[config.mk]
export PLATFORM = sky130hd
export DESIGN_NAME = pzm_mux
export DESIGN_NICKNAME = d
export VERILOG_FILES = /design/src/pzm_pkg.sv /design/src/pzm_cal_gen.sv /design/src/pzm_mux.sv
export VERILOG_INCLUDE_DIRS = /design/src
export SDC_FILE = /design/constraint.sdc
export NUM_CORES = 1
export LEC_CHECK = 0
export BUFFER_PORTS_ARGS = -buffer_cell sky130_fd_sc_hd__buf_2
export CAP_MARGIN = 20
export CORE_AREA = 4 4 108 110
export DETAILED_ROUTE_END_ITERATION = 6
export DIE_AREA = 0 0 112 114
export PLACE_DENSITY = 0.76
export SKIP_CTS_REPAIR_TIMING = 1
export SYNTH_ARGS = -nofsm -noshare
export SYNTH_HDL_FRONTEND = slang
export SYNTH_SLANG_ARGS = --single-unit
[constraint.sdc]
create_clock -name clk_in -period 1.7 [get_ports clk_in]
set_input_delay 0.255 -clock clk_in [delete_from_list [all_inputs] [get_ports clk_in]]
set_output_delay 0.255 -clock clk_in [all_outputs]
set_load 0.05 [all_outputs]
[src/pzm_cfg.svh]
`ifndef PZM_CFG_SVH
`define PZM_CFG_SVH

// ***********************************************************
// pad and selector sizes
// ***********************************************************
`define PZM_NPINS      14
`define PZM_NSIG       29
`define PZM_SMALL_PINS 4'hA

// ***********************************************************
// per-pin function selector codes
// ***********************************************************
`define PZM_FN_GPIO    2'h0
`define PZM_FN_ALT1    2'h1
`define PZM_FN_ALT2    2'h2
`define PZM_FN_ALT3    2'h3

// ***********************************************************
// calibration output: rtc ticks per half period
// ***********************************************************
`define PZM_CAL_HALF   8'h01
`define PZM_CAL_ONE    8'h01

`endif

[src/pzm_pkg.sv]
`include "pzm_cfg.svh"

package pzm_pkg;

    // ***********************************************************
    // peripheral signal identifiers, index into signal vectors
    // ***********************************************************
    typedef enum logic [4:0] {
        SIG_NONE,
        SIG_SWD_DATA,
        SIG_SWD_CLOCK,
        SIG_TWOWIRE_B_CLOCK,
        SIG_TWOWIRE_B_DATA,
        SIG_SPI_B_MASTER_IN,
        SIG_SPI_B_MASTER_OUT,
        SIG_SPI_B_SERIAL_CLOCK,
        SIG_SPI_B_SELECT_ZERO,
        SIG_AUDIO_SERIAL_IN,
        SIG_AUDIO_SERIAL_OUT,
        SIG_AUDIO_BIT_CLOCK,
        SIG_AUDIO_WORD_SELECT,
        SIG_UART_B_TRANSMIT,
        SIG_UART_B_RECEIVE,
        SIG_UART_B_CLEAR_TO_SEND,
        SIG_UART_B_REQUEST_TO_SEND,
        SIG_RTC_CALIBRATION_OUT,
        SIG_TIMER_A_PIN,
        SIG_SPI_A_MASTER_IN,
        SIG_SPI_A_MASTER_OUT,
        SIG_SPI_A_SERIAL_CLOCK,
        SIG_SPI_A_SELECT_ZERO,
        SIG_UART_A_TRANSMIT,
        SIG_UART_A_RECEIVE,
        SIG_UART_A_CLEAR_TO_SEND,
        SIG_UART_A_REQUEST_TO_SEND,
        SIG_TWOWIRE_A_CLOCK,
        SIG_TWOWIRE_A_DATA
    } pzm_sig_e;

    typedef logic [`PZM_NSIG-1:0]        pzm_sigvec_t;
    typedef logic [`PZM_NPINS-1:0]       pzm_pins_t;
    typedef logic [`PZM_NPINS-1:0][1:0]  pzm_sel_t;

    // per-signal drive from the peripheral instances
    typedef struct packed {
        pzm_sigvec_t out;
        pzm_sigvec_t oe;
    } pzm_drv_s;

    // drive toward the pads
    typedef struct packed {
        pzm_pins_t out;
        pzm_pins_t oe;
    } pzm_pad_s;

    // level seen by a peripheral input with no pin selected
    function automatic logic pzm_idle_high(input logic [4:0] s);
        case (pzm_sig_e'(s))
            SIG_SWD_CLOCK, SIG_TWOWIRE_A_CLOCK, SIG_TWOWIRE_A_DATA,
            SIG_TWOWIRE_B_CLOCK, SIG_TWOWIRE_B_DATA,
            SIG_SPI_A_SERIAL_CLOCK, SIG_SPI_A_SELECT_ZERO,
            SIG_SPI_B_SERIAL_CLOCK, SIG_SPI_B_SELECT_ZERO,
            SIG_AUDIO_BIT_CLOCK, SIG_AUDIO_WORD_SELECT,
            SIG_UART_A_RECEIVE, SIG_UART_B_RECEIVE,
            SIG_UART_A_CLEAR_TO_SEND, SIG_UART_B_CLEAR_TO_SEND:
                pzm_idle_high = 1'b1;
            default:
                pzm_idle_high = 1'b0;
        endcase
    endfunction

    // signals that never drive a pad
    function automatic logic pzm_in_only(input pzm_sig_e s);
        case (s)
            SIG_NONE, SIG_SWD_CLOCK, SIG_UART_A_RECEIVE,
            SIG_UART_B_RECEIVE, SIG_UART_A_CLEAR_TO_SEND,
            SIG_UART_B_CLEAR_TO_SEND:
                pzm_in_only = 1'b1;
            default:
                pzm_in_only = 1'b0;
        endcase
    endfunction

endpackage
[src/pzm_cal_gen.sv]
`include "pzm_cfg.svh"

module pzm_cal_gen
    import pzm_pkg::*;
(
    input  wire logic clk_in,
    input  wire logic rst_in,
    input  wire logic rtc_tick_in,
    output logic      cal_out
);

    typedef struct packed {
        logic [7:0] cnt;
        logic       level;
    } pzm_cal_s;

    pzm_cal_s st_reg;
    pzm_cal_s st_next;

    // ***********************************************************
    // square wave from rtc ticks
    // ***********************************************************
    always_comb
    begin
        st_next = st_reg;
        if (rtc_tick_in)
        begin
            if (st_reg.cnt >= `PZM_CAL_HALF - `PZM_CAL_ONE)
            begin
                st_next.cnt   = '0;
                st_next.level = ~st_reg.level;
            end
            else
            begin
                st_next.cnt = st_reg.cnt + `PZM_CAL_ONE;
            end
        end
    end

    always_ff @(posedge clk_in)
    begin
        if (rst_in)
        begin
            st_reg <= '0;
        end
        else
        begin
            st_reg <= st_next;
        end
    end

    assign cal_out = st_reg.level;
endmodule

[src/pzm_mux.sv]
`include "pzm_cfg.svh"

module pzm_mux
    import pzm_pkg::*;
(
    input  wire logic        clk_in,
    input  wire logic        rst_in,
    input  wire logic        pkg_twenty_in,
    input  wire logic        audio_en_in,
    input  wire pzm_sel_t    fn_sel_in,
    input  wire pzm_pins_t   gpio_out_in,
    input  wire pzm_pins_t   gpio_oe_in,
    output pzm_pins_t        gpio_in_out,
    input  wire pzm_drv_s    periph_drv_in,
    output pzm_sigvec_t      periph_rx_out,
    input  wire logic        rtc_tick_in,
    input  wire pzm_pins_t   pad_in,
    output pzm_pad_s         pad_drv_out
);

    // ***********************************************************
    // helpers
    // ***********************************************************
    function automatic pzm_sig_e pick3(
        input logic [1:0] fn,
        input pzm_sig_e   a1,
        input pzm_sig_e   a2,
        input pzm_sig_e   a3
    );
        case (fn)
            `PZM_FN_ALT1: pick3 = a1;
            `PZM_FN_ALT2: pick3 = a2;
            `PZM_FN_ALT3: pick3 = a3;
            default:      pick3 = SIG_NONE;
        endcase
    endfunction

    function automatic pzm_sig_e aud(
        input logic     en,
        input pzm_sig_e spi,
        input pzm_sig_e audio
    );
        aud = en ? audio : spi;
    endfunction

    // signal carried by one pin for one selector value
    function automatic pzm_sig_e pin_map(
        input logic [3:0] pin,
        input logic [1:0] fn,
        input logic       twenty,
        input logic       ae
    );
        pzm_sig_e s;
        s = SIG_NONE;
        case (pin)
            4'h0:
                s = pick3(fn, SIG_SWD_DATA,
                    aud(ae, SIG_SPI_B_MASTER_IN, SIG_AUDIO_SERIAL_IN),
                    SIG_UART_B_TRANSMIT);
            4'h1:
                s = pick3(fn, SIG_SWD_CLOCK,
                    aud(ae, SIG_SPI_B_MASTER_OUT, SIG_AUDIO_SERIAL_OUT),
                    SIG_UART_B_RECEIVE);
            4'h2:
                s = pick3(fn, SIG_TWOWIRE_B_CLOCK,
                    aud(ae, SIG_SPI_B_SERIAL_CLOCK, SIG_AUDIO_BIT_CLOCK),
                    SIG_RTC_CALIBRATION_OUT);
            4'h3:
                s = pick3(fn, SIG_TWOWIRE_B_DATA,
                    aud(ae, SIG_SPI_B_SELECT_ZERO, SIG_AUDIO_WORD_SELECT),
                    SIG_TIMER_A_PIN);
            4'h4:
                s = pick3(fn, SIG_SPI_A_MASTER_IN,
                    SIG_UART_A_TRANSMIT, SIG_NONE);
            4'h5:
                s = pick3(fn, SIG_SPI_A_MASTER_OUT,
                    SIG_UART_A_RECEIVE, SIG_NONE);
            4'h6:
                s = pick3(fn, SIG_SPI_A_SERIAL_CLOCK,
                    SIG_UART_A_CLEAR_TO_SEND, SIG_UART_B_TRANSMIT);
            4'h7:
                s = pick3(fn, SIG_SPI_A_SELECT_ZERO,
                    SIG_UART_A_REQUEST_TO_SEND, SIG_UART_B_RECEIVE);
            4'h8:
                s = pick3(fn, SIG_TWOWIRE_A_CLOCK,
                    SIG_SWD_DATA, SIG_NONE);
            4'h9:
                s = pick3(fn, SIG_TWOWIRE_A_DATA,
                    SIG_SWD_CLOCK, SIG_NONE);
            4'hA:
                s = pick3(fn,
                    aud(ae, SIG_SPI_B_MASTER_IN, SIG_AUDIO_SERIAL_IN),
                    SIG_UART_B_TRANSMIT, SIG_NONE);
            4'hB:
                s = pick3(fn,
                    aud(ae, SIG_SPI_B_MASTER_OUT, SIG_AUDIO_SERIAL_OUT),
                    SIG_UART_B_RECEIVE, SIG_NONE);
            4'hC:
                s = pick3(fn,
                    aud(ae, SIG_SPI_B_SERIAL_CLOCK, SIG_AUDIO_BIT_CLOCK),
                    SIG_UART_B_CLEAR_TO_SEND, SIG_NONE);
            4'hD:
                s = pick3(fn,
                    aud(ae, SIG_SPI_B_SELECT_ZERO, SIG_AUDIO_WORD_SELECT),
                    SIG_UART_B_REQUEST_TO_SEND, SIG_NONE);
            default:
                s = SIG_NONE;
        endcase
        if (!twenty && pin >= `PZM_SMALL_PINS)
        begin
            s = SIG_NONE;
        end
        pin_map = s;
    endfunction

    // ***********************************************************
    // state
    // ***********************************************************
    typedef struct packed {
        pzm_pad_s    pad;
        pzm_pins_t   gpio_in;
        pzm_sigvec_t rx;
    } pzm_mux_s;

    pzm_mux_s    st_reg;
    pzm_mux_s    st_next;
    pzm_sig_e    pin_sig [`PZM_NPINS];
    pzm_pins_t   pin_reach;
    logic        cal_level;
    pzm_sigvec_t drv_out;
    pzm_sigvec_t any_sel;

    // ***********************************************************
    // per-pin decode
    // ***********************************************************
    genvar g;
    generate
        for (g = 0; g < `PZM_NPINS; g++)
        begin : g_pin
            assign pin_sig[g] = pin_map(4'(g), fn_sel_in[g],
                                        pkg_twenty_in, audio_en_in);
            assign pin_reach[g] = pkg_twenty_in ||
                                  (4'(g) < `PZM_SMALL_PINS);
        end
    endgenerate

    pzm_cal_gen u_cal (
        .clk_in      (clk_in),
        .rst_in      (rst_in),
        .rtc_tick_in (rtc_tick_in),
        .cal_out     (cal_level)
    );

    // calibration slot comes from the rtc divider, not the bus
    always_comb
    begin
        drv_out = periph_drv_in.out;
        drv_out[SIG_RTC_CALIBRATION_OUT] = cal_level;
    end

    // ***********************************************************
    // pad drive and input routing
    // ***********************************************************
    always_comb
    begin
        pzm_sig_e s;
        s = SIG_NONE;
        st_next = st_reg;
        any_sel = '0;
        st_next.gpio_in = pad_in;
        for (int i = 0; i < `PZM_NSIG; i++)
        begin
            st_next.rx[i] = pzm_idle_high(5'(i));
        end
        // descending so the lowest selected pin feeds the input
        for (int p = `PZM_NPINS - 1; p >= 0; p--)
        begin
            s = pin_sig[p];
            if (s != SIG_NONE)
            begin
                any_sel[s] = 1'b1;
                st_next.rx[s] = pad_in[p];
            end
        end
        st_next.rx[SIG_NONE] = 1'b0;
        for (int p = 0; p < `PZM_NPINS; p++)
        begin
            s = pin_sig[p];
            if (!pin_reach[p])
            begin
                st_next.pad.out[p] = 1'b0;
                st_next.pad.oe[p]  = 1'b0;
            end
            else if (fn_sel_in[p] == `PZM_FN_GPIO)
            begin
                st_next.pad.out[p] = gpio_out_in[p];
                st_next.pad.oe[p]  = gpio_oe_in[p];
            end
            else if (s == SIG_NONE)
            begin
                st_next.pad.out[p] = 1'b0;
                st_next.pad.oe[p]  = 1'b0;
            end
            else
            begin
                // same source bit for all copies
                st_next.pad.out[p] = drv_out[s];
                st_next.pad.oe[p]  = !pzm_in_only(s) &&
                    (s == SIG_RTC_CALIBRATION_OUT ||
                     periph_drv_in.oe[s]);
            end
        end
    end

    always_ff @(posedge clk_in)
    begin
        if (rst_in)
        begin
            st_reg.pad     <= '0;
            st_reg.gpio_in <= '0;
            st_reg.rx      <= '0;
        end
        else
        begin
            st_reg <= st_next;
        end
    end

    assign pad_drv_out   = st_reg.pad;
    assign gpio_in_out   = st_reg.gpio_in;
    assign periph_rx_out = st_reg.rx;
endmodule

==> impl_metrics.csv, run 1 <==
group,metric,value,unit
detailed_routing,wl,15820,um
min_path,hp-class,"input pin to flip-flop",
detailed_routing,dr.first_iter.drc_count,273,
yosys,ys_seq_area_frac,0.3148,
run_status,outcome,"completed",
yosys,postSynthCellCount,508,
yosys,postSynth.asyncResetShare,0,
yosys,syn_nets,685,
sta,drv_slew,0,
worst_setup_path,cp-start-kind,"input pin",
sta,hold_viol,0,
floorplanning,pin_count,204,
pwr,p_per_area,764.8,mW/mm2
placement,placedCellCount,864,
yosys,yosysWarnings,0,
floorplanning,rows,38,
grt,overflow,0,
clock_network,clk_latency,360,ps
finish,area_growth,34.86,%
detailed_routing,dr.pass1.iters,5,
yosys,ys_ff_latch,71,
clock_network,cts_tree,"built",
finish,final_core_util,0.5692,
clock_network,clock-root-buffer,"clkbuf_8",
detailed_routing,drc_errors,0,
pwr,ir_drop,0.3472,mV
yosys,avgSynthCellArea,8.889,um2
detailed_routing,antenna_left,0,
sta,min_period_over_period,0.9316,
placement,place_area,0.005881,mm2
sta,setup_ws,116.3,ps
grt,antenna_found_initial,0,
yosys,synth_edf_count,0,
clock_network,cts_inserted_buffers,9,
clock_network,clk_pin_slew_worst_paths,80,ps
worst_setup_path,worst-endpoint-arrival,1840,ps
worst_setup_path,r2r_start,"u_cal.cal_out",
sta,max-slew-margin-rel,0.6372,
floorplanning,die_area,0.01277,mm2
finish,design_area,0.006090,mm2
sta,max_freq,631.4,MHz
grt,grt_pass1_wl,24430,um
sta,tightest_slew,543.6,ps
worst_setup_path,worstRegToRegCells,4,
worst_setup_path,critPathMaxFanout,9,
finish,num-fill-cells,971,
sta,layout_min_cycle_time,1584,ps
pwr,p_leak,3.045,nW
floorplanning,start_util,0.4221,
grt,first_global_vias,4685,
detailed_routing,avgViaCountPerCell,5.397,
worst_setup_path,path_class,"input pin to flip-flop",
pwr,p_sw,0.001583,W
sta,rsz0062_at_grt,"false",
worst_setup_path,r2r-end,"pad_drv_out[20]",
worst_setup_path,endpoint_kind,"flip-flop",
finish,nets,912,
placement,hpwl,12850,um
pwr,p_sw_frac,0.3399,
detailed_routing,wl_per_cell,17.98,um
floorplanning,die_w,112,um
sta,finClkSkew,1.490,ps
grt,grt_max_degree,20,
pwr,seqPwrFrac,0.384,
pwr,internal-power,0.003074,W
yosys,dominantRegCellSynth,"dfxtp_1",
pwr,pwr-share-clk,0.310,
floorplanning,core,0.01070,mm2
flow_run,cap_violations,0,
clock_network,clockBufferDepth,2,
yosys,synth_area,0.004516,mm2
clock_network,numClockSinks,71,
placement,io_buffers,197,
placement,place_ws,-240.7,ps
worst_setup_path,crit_required,1950,ps
finish,instances_no_fill,880,
pwr,combPwrFrac,0.306,
sta,finalSetupViolCount,0,
yosys,ys_types,66,
finish,drive_gt1_frac,0.3743,
finish,antenna_cells,0,
worst_setup_path,r2r_setup_slack,550,ps
worst_setup_path,endpoint,"pad_drv_out[2]",
detailed_routing,via_count,4749,
floorplanning,die_h,114,um
worst_setup_path,cp-startpoint,"fn_sel_in[4]",
placement,gp_congestion,0.9372,
grt,gr-usage-all-layers,0.2417,
clock_network,h-tree-depth,3,
==> critical path, stage by stage <==
cell and delay (ps):
buf_2 100, inv_1 50, ha_1 340, buf_4 230
or2_2 310, o22ai_1 130, nor4_1 80, o32a_1 340
==> registers in the layout, summed over array words and instances, names as in the netlist <==
register / count
gpio_in_out: 14
pad_drv_out: 28
periph_rx_out: 28
u_cal.cal_out: 1
==> worst min path at each step <==
stage                      end           start  cells after the start
5_1_grt        pad_drv_out[20]  gpio_out_in[6]                      3
4_1_cts        pad_drv_out[20]  gpio_out_in[6]                      3
3_5_place_dp   pad_drv_out[20]  gpio_out_in[6]                      3
6_report       pad_drv_out[20]  gpio_out_in[6]                      3
2_1_floorplan   pad_drv_out[0]    fn_sel_in[0]                      1
3_3_place_gp    pad_drv_out[6]   gpio_oe_in[6]                      3
==> layer usage <==
metal / global-route usage / up-vias / part of all wire
met5: 0 / - / 0
met2: 0.3985 / 209 / 0.46
met4: 0.1042 / 0 / 0.027
li1: - / 2302 / -
met1: 0.3044 / 2202 / 0.43
met3: 0.05623 / 36 / 0.077
==> layout make-up <==
cell class | instances | area [um2] | area share
sequential | 71 | 1421 | 0.2334
inverter | 38 | 142.6 | 0.02342
multi-input combinational | 372 | 2810 | 0.4615
clock inverter | 3 | 40.04 | 0.006575
clock buffer | 13 | 168.9 | 0.02774
tap | 140 | 175.2 | 0.02877
timing repair buffer | 243 | 1331 | 0.2186
==> synth_stat cells, drive strengths merged, types with 9 or more instances <==
cell / n / area (um2)
buf: 16 / 100.1
dfxtp: 71 / 1421
o21ai: 10 / 50.05
nor2: 42 / 160.2
nor2b: 29 / 181.4
nand2: 32 / 120.1
nand3: 11 / 55.05
clkbuf: 11 / 41.29
ha: 44 / 550.5
o211ai: 9 / 67.56
a21oi: 36 / 180.2
mux2i: 20 / 200.2
inv: 38 / 142.6
==> logic make-up (layout without fill, tap and decap cells) <==
kind of cell / Yosys count / count (layout) / synth area share
AO/OA/AOI/OAI: 127 / 127 / 0.2039
XOR/XNOR: 1 / 1 / 0.001940
adder cells (fa/ha/maj): 44 / 44 / 0.1219
buffers and inverters: 65 / 297 / 0.06290
flip-flops: 71 / 71 / 0.3148
multiplexers: 34 / 34 / 0.09504
other: 1 / 1 / 0.0008305
AND/OR/NAND/NOR: 165 / 165 / 0.1987
==> stage by stage <==
stage	hold slack (ps)	setup TNS (ps)	total power [W]
after floorplan	350.6	0	0.002723
after global placement	454.0	-802.6	0.003218
final	96.09	0	0.004657
after CTS	87.75	0	0.004670
after global routing	114.1	0	0.004861
after detailed placement	465.4	-1230	0.003243
==> placed cells by master (no fill, tap or decap), types with 9 or more instances in the layout <==
master | netlist | layout
nor2_1 | 41 | 41
buf_2 | 5 | 197
nand2_1 | 32 | 32
nor2b_1 | 29 | 29
buf_4 | 5 | 46
o211ai_1 | 9 | 9
inv_1 | 37 | 37
dfxtp_1 | 71 | 71
clkbuf_8 | 0 | 12
o21ai_0 | 10 | 10
a21oi_1 | 36 | 36
nand3_1 | 11 | 11
mux2i_1 | 20 | 20
ha_1 | 44 | 44
==> power by group through the flow <==
stage / registers [W] / logic (W) / clock network, W
floorplan: 0.00217 / 0.000552 / 0
global placement: 0.00183 / 0.00139 / 0
detailed placement: 0.00183 / 0.00142 / 0
CTS: 0.00179 / 0.00142 / 0.00146
global route: 0.00180 / 0.00153 / 0.00153
finish: 0.00179 / 0.00143 / 0.00144
Note: power is estimated with default switching activity, not from simulation.
==> run 2: changes to the inputs <==
==> constraint.sdc (replaced) <==
create_clock -name clk_in -period 1.3 [get_ports clk_in]
set_input_delay 0.195 -clock clk_in [delete_from_list [all_inputs] [get_ports clk_in]]
set_output_delay 0.195 -clock clk_in [all_outputs]
set_load 0.05 [all_outputs]
==> run 2 against run 1 <==
Net effect: the run now ends with setup timing left; critical path depth decreased by 1; wire length increased by 0.30%; non-clock buffer count increased by 49; highest routed layer unchanged; core utilization increased by 5.1 points; worst setup slack got worse by 130 ps; cell count increased by 5.6%.
==> impl_metrics.csv, run 2 (synthesized netlist as in run 1, its figures left out) <==
group,metric,value,unit
run_status,outcome,"finished, violations left",
run_status,violations,"setup timing",
placement,gp_congestion,0.9163,
sta,drv_slew,0,
floorplanning,pin_count,204,
clock_network,clock-root-buffer,"clkbuf_8",
finish,final_core_util,0.6200,
worst_setup_path,cp_slowest_cell,"mux4_2",
detailed_routing,drc_errors,0,
sta,fin_setup_tns,-15.34,ps
worst_setup_path,critPathMaxFanout,4,
grt,grt_max_degree,40,
worst_setup_path,path_class,"input pin to flip-flop",
worst_setup_path,critPathTopFamily,"multiplexers",
sta,layout_min_cycle_time,1315,ps
floorplanning,rows,38,
clock_network,clockBufferDepth,2,
clock_network,clk_latency,340,ps
worst_setup_path,slowest_delay,500,ps
grt,antenna_found_initial,0,
floorplanning,die_h,114,um
floorplanning,core,0.01070,mm2
placement,hpwl,13040,um
floorplanning,start_util,0.4221,
grt,overflow,0,
finish,layout_common_cells,"buf_2, buf_4, dfxtp_1",
flow_run,cap_violations,0,
sta,finClkSkew,2.282,ps
sta,finalSetupViolCount,1,
worst_setup_path,crit_required,1540,ps
finish,final_common_cell,"buf_2",
sta,setup_ws,-15.34,ps
finish,multiInputGateArea,0.002930,mm2
floorplanning,die_area,0.01277,mm2
clock_network,cts_tree,"built",
detailed_routing,antenna_left,0,
pwr,p_leak,3.296,nW
finish,area_growth,46.88,%
placement,place_ws,-458.3,ps
detailed_routing,wl,15870,um
floorplanning,die_w,112,um
finish,num-fill-cells,973,
clock_network,numClockSinks,71,
finish,nets,961,
detailed_routing,via_count,4903,
worst_setup_path,cp-start-kind,"input pin",
grt,gr-usage-all-layers,0.2433,
sta,hold_viol,0,
min_path,hp-class,"input pin to flip-flop",
detailed_routing,dr.pass1.iters,5,
clock_network,clk_pin_slew_worst_paths,70,ps
pwr,p_per_area,945.7,mW/mm2
clock_network,cts_inserted_buffers,9,
finish,antenna_cells,0,
grt,first_global_vias,4946,
pwr,ir_drop,0.4747,mV
finish,drive_gt1_frac,0.4423,
detailed_routing,wl_per_cell,17.08,um
worst_setup_path,endpoint_kind,"flip-flop",
sta,rsz0062_at_grt,"true",
detailed_routing,avgViaCountPerCell,5.278,
sta,max_freq,760.3,MHz
detailed_routing,dr.first_iter.drc_count,345,
placement,io_buffers,197,
worst_setup_path,worst-endpoint-arrival,1550,ps
clock_network,h-tree-depth,3,
worst_setup_path,path_cells,"buf_12 > inv_12 > ha_4 > mux4_2 > a21oi_2 > o31ai_2 > a32o_1",
sta,min_period_over_period,1.012,
finish,seqCellArea,0.001421,mm2
pwr,power.total,0.006272,W
worst_setup_path,critPathBufInv,2,
grt,grt_pass1_wl,24770,um
-- run 2: changes by cell type in the layout (fill, tap and decap cells not counted), sizes merged --
cell	before	now
buf	243	292
-- run 2: per-layer routing --
layer  part of all wire  vias to the layer above  GRT usage
met5                  0                        -          0
met4              0.027                        0     0.1050
met3              0.073                       35    0.05358
met2               0.48                      214     0.4109
met1               0.42                     2248     0.3001
li1                   -                     2406          -
-- run 2: final timing paths --
kind | end | from | cells past startpoint | slack, ps
worst min register to register | u_cal.cal_out | u_cal.cal_out | 2 | 580
worst max-delay path | pad_drv_out[16] | fn_sel_in[4] | 7 | -20
worst min-delay path | pad_drv_out[20] | gpio_out_in[6] | 3 | 60
worst max register to register | pad_drv_out[20] | u_cal.cal_out | 4 | 240
-- run 2: report_power, final --
| group | switching, W | leakage [nW] | internal [W] | total (W) |
|---|---|---|---|---|
| combinational | 0.00123 | 2.60 | 0.000820 | 0.00205 |
| clock | 0.000840 | 0.109 | 0.00104 | 0.00188 |
| sequential | 0.0000374 | 0.588 | 0.00230 | 0.00234 |
-- run 2: cell type report --
| class | count | share of cell area |
|---|---|---|
| clock buffers | 13 | 0.02547 |
| multi-input cells | 372 | 0.4418 |
| flip-flops and latches | 71 | 0.2143 |
| clock inverters | 3 | 0.006037 |
| repair buffers | 292 | 0.2618 |
| well taps | 140 | 0.02641 |
| inverters | 38 | 0.02415 |
-- run 2: worst register-to-register path, cell delays in order (launching register included) --
cell and delay (ps):
dfxtp_1 380, mux2i_1 100, o21ai_0 160, a32oi_1 130, o31ai_1 200
-- run 2: metrics by stage --
stage | cells | area [um2] | hold WS, ps
after CTS | 929 | 6580 | 36.75
after global placement | 913 | 6371 | 397.6
after detailed placement | 913 | 6371 | 409.1
final | 929 | 6633 | 56.15
after global routing | 929 | 6633 | 67.66
after floorplan | 508 | 4633 | 290.6
==> run 3: changes to the inputs <==
--- a/config.mk
+++ b/config.mk
@@ -6,12 +6,14 @@
 export SDC_FILE = /design/constraint.sdc
 export NUM_CORES = 1
 export LEC_CHECK = 0
+export ABC_AREA = 1
 export BUFFER_PORTS_ARGS = -buffer_cell sky130_fd_sc_hd__buf_2
 export CAP_MARGIN = 20
-export CORE_AREA = 4 4 108 110
+export CORE_AREA = 4 4 107 109
+export CTS_BUF_LIST = sky130_fd_sc_hd__clkbuf_2 sky130_fd_sc_hd__clkbuf_4 sky130_fd_sc_hd__clkbuf_8
 export DETAILED_ROUTE_END_ITERATION = 6
-export DIE_AREA = 0 0 112 114
-export PLACE_DENSITY = 0.76
+export DIE_AREA = 0 0 111 113
+export PLACE_DENSITY = 0.78
 export SKIP_CTS_REPAIR_TIMING = 1
 export SYNTH_ARGS = -nofsm -noshare
 export SYNTH_HDL_FRONTEND = slang
==> run 3 against run 2 <==
Net effect: the flow now finishes without violations; sequential power about the same; non-clock buffer count up 2; sequential cell count unchanged; die area down 1.8%; hold slack better by 13 ps; synthesized cell count up 35%; global-route usage up 0.66 points.
==> impl_metrics.csv, run 3 <==
group,metric,value,unit
clock_network,clockBufferDepth,2,
clock_network,cts_tree,"built",
sta,finClkSkew,3.781,ps
yosys,synth_area_leader_cell,"dfxtp_1",
run_status,outcome,"completed",
worst_setup_path,critPathBufInv,4,
sta,finalSetupViolCount,0,
grt,gr-usage-all-layers,0.2499,
yosys,ys_seq_area_frac,0.3056,
grt,antenna_found_initial,1,
finish,nets,1147,
detailed_routing,drc_errors,0,
yosys,postSynthCellCount,684,
min_path,hp-class,"input pin to flip-flop",
worst_setup_path,path_common_cell,"nand2_1",
sta,hold_viol,0,
finish,multiInputGateArea,0.002750,mm2
worst_setup_path,cp_slowest_cell,"nor2_4",
clock_network,numClockSinks,71,
worst_setup_path,slowest_delay,200,ps
detailed_routing,wl_per_cell,14.47,um
finish,seqCellArea,0.001421,mm2
yosys,dominantRegCellSynth,"dfxtp_1",
placement,placedCellCount,1099,
yosys,synth_area_leaders,"dfxtp_1, ha_1, nand2_1",
detailed_routing,dr.pass1.iters,7,
yosys,ys_ff_latch,71,
finish,drive_gt1_frac,0.3344,
pwr,p_per_area,958.2,mW/mm2
floorplanning,die_h,113,um
flow_run,cap_violations,0,
sta,min_period_over_period,0.9018,
floorplanning,die_area,0.01254,mm2
worst_setup_path,worst-endpoint-arrival,1450,ps
yosys,syn_nets,861,
finish,layout_common_cells,"buf_2, nand2_1, inv_1",
grt,overflow,0,
detailed_routing,avgViaCountPerCell,5.056,
yosys,avgSynthCellArea,6.799,um2
finish,instances_no_fill,1116,
finish,area_growth,44.82,%
sta,rsz0062_at_grt,"false",
yosys,yosysWarnings,0,
clock_network,clk_pin_slew_worst_paths,80,ps
clock_network,cts_inserted_buffers,9,
floorplanning,rows,38,
yosys,ys_types,43,
floorplanning,start_util,0.4386,
finish,final_common_cell,"buf_2",
yosys,synth.most_common_cell,"nand2_1",
worst_setup_path,endpoint_kind,"flip-flop",
worst_setup_path,path_class,"input pin to flip-flop",
worst_setup_path,crit_required,1580,ps
worst_setup_path,path_cells,"buf_2 > inv_1 > ha_4 > buf_8 > nor2_4 > inv_1 > nand2_1 > nand3_1 > nand2_1 > nand2_1 > nand2_1 > nand2_1 > a21oi_1",
finish,num-fill-cells,1022,
grt,grt_max_degree,22,
yosys,synth_edf_count,0,
yosys,postSynth.asyncResetShare,0,
sta,drv_slew,0,
placement,io_buffers,200,
pwr,power.total,0.006454,W
sta,max_freq,853.0,MHz
yosys,synth_area,0.004651,mm2
clock_network,h-tree-depth,3,
grt,first_global_vias,5412,
floorplanning,die_w,111,um
floorplanning,core,0.01060,mm2
pwr,ir_drop,0.6196,mV
grt,grt_pass1_wl,25580,um
sta,holdWs,69.57,ps
detailed_routing,wl,16150,um
yosys,synth_top_area_frac,0.3056,
detailed_routing,via_count,5642,
placement,gp_congestion,0.9061,
detailed_routing,antenna_left,0,
worst_setup_path,critPathTopFamily,"simple AND/OR/NAND/NOR gates",
floorplanning,pin_count,204,
clock_network,clk_latency,340,ps
worst_setup_path,critPathMaxFanout,16,
clock_network,clock-root-buffer,"clkbuf_8",
pwr,p_leak,3.648,nW
worst_setup_path,cp-start-kind,"input pin",
sta,layout_min_cycle_time,1172,ps
placement,hpwl,13430,um
detailed_routing,dr.first_iter.drc_count,311,
yosys,synth_common_cells,"nand2_1, inv_1, dfxtp_1",
-- run 3: cell count changes after synthesis, moves of 8 or more --
cell      before  now
a21oi_1       36   44
inv_1         37  105
mux2i_1       20    0
nand2_1       32  143
nand3_1       11   48
nor2_1        41   61
nor2b_1       29    0
o211ai_1       9   22
o21ai_0       10   47
-- run 3: where the power goes --
| part | internal (W) | switching, W |
|---|---|---|
| combinational | 0.000751 | 0.00133 |
| sequential | 0.00231 | 0.0000334 |
| clock | 0.00116 | 0.000882 |
-- run 3: worst paths after layout --
check | startpoint | to | slack [ps] | depth (start not counted)
worst min-delay path | gpio_out_in[6] | pad_drv_out[20] | 70 | 3
worst max register to register | u_cal.cal_out | pad_drv_out[16] | 320 | 6
worst min register to register | u_cal.cal_out | u_cal.cal_out | 580 | 2
worst max-delay path | fn_sel_in[5] | pad_drv_out[2] | 130 | 13
-- run 3: area by class of cell --
class                           instances  share of cell area
Multi-Input combinational cell        486              0.4083
Timing Repair Buffer                  294              0.2601
Sequential cell                        71              0.2110
Inverter                              108             0.06056
Tap cell                              140             0.02601
Clock buffer                           11             0.02155
Clock inverter                          5             0.01208
Antenna cell                            1           0.0003715
-- run 3: logic make-up (layout without fill, tap and decap cells) --
logic type,count (synthesis),in the layout,synth area share
simple gates,280,280,0.2545
flops,71,71,0.3056
other cells,1,2,0.0008063
xor+xnor,1,1,0.001884
fa+ha+maj,44,44,0.1184
compound gates,160,160,0.2093
buf+inv,127,418,0.1095
-- run 3: worst reg2reg max path: cells and delay by family (launching register included) --
| family | cells | cell delay, ps |
|---|---|---|
| AOI/OAI and AO/OA | 3 | 320 |
| DFF | 1 | 390 |
| and+or+nand+nor | 3 | 200 |
-- run 3: through the flow --
stage | worst slack [ps] | cell area (um2) | util | setup TNS (ps)
global placement | -223.5 | 6469 | 0.6101 | -4128
global route | 22.00 | 6735 | 0.6352 | 0
detailed placement | -289.6 | 6469 | 0.6101 | -5335
floorplan | -14.36 | 4666 | - | -14.36
finish | 127.7 | 6735 | 0.6352 | 0
CTS | 70.05 | 6695 | 0.6315 | 0
-- run 3: layer usage --
layer,global-route usage,routed length [um],up-vias
li1,-,-,2843
met1,0.3111,7044,2537
met2,0.4231,7566,224
met3,0.05294,1124,38
met4,0.1002,419,0
met5,0,0,-
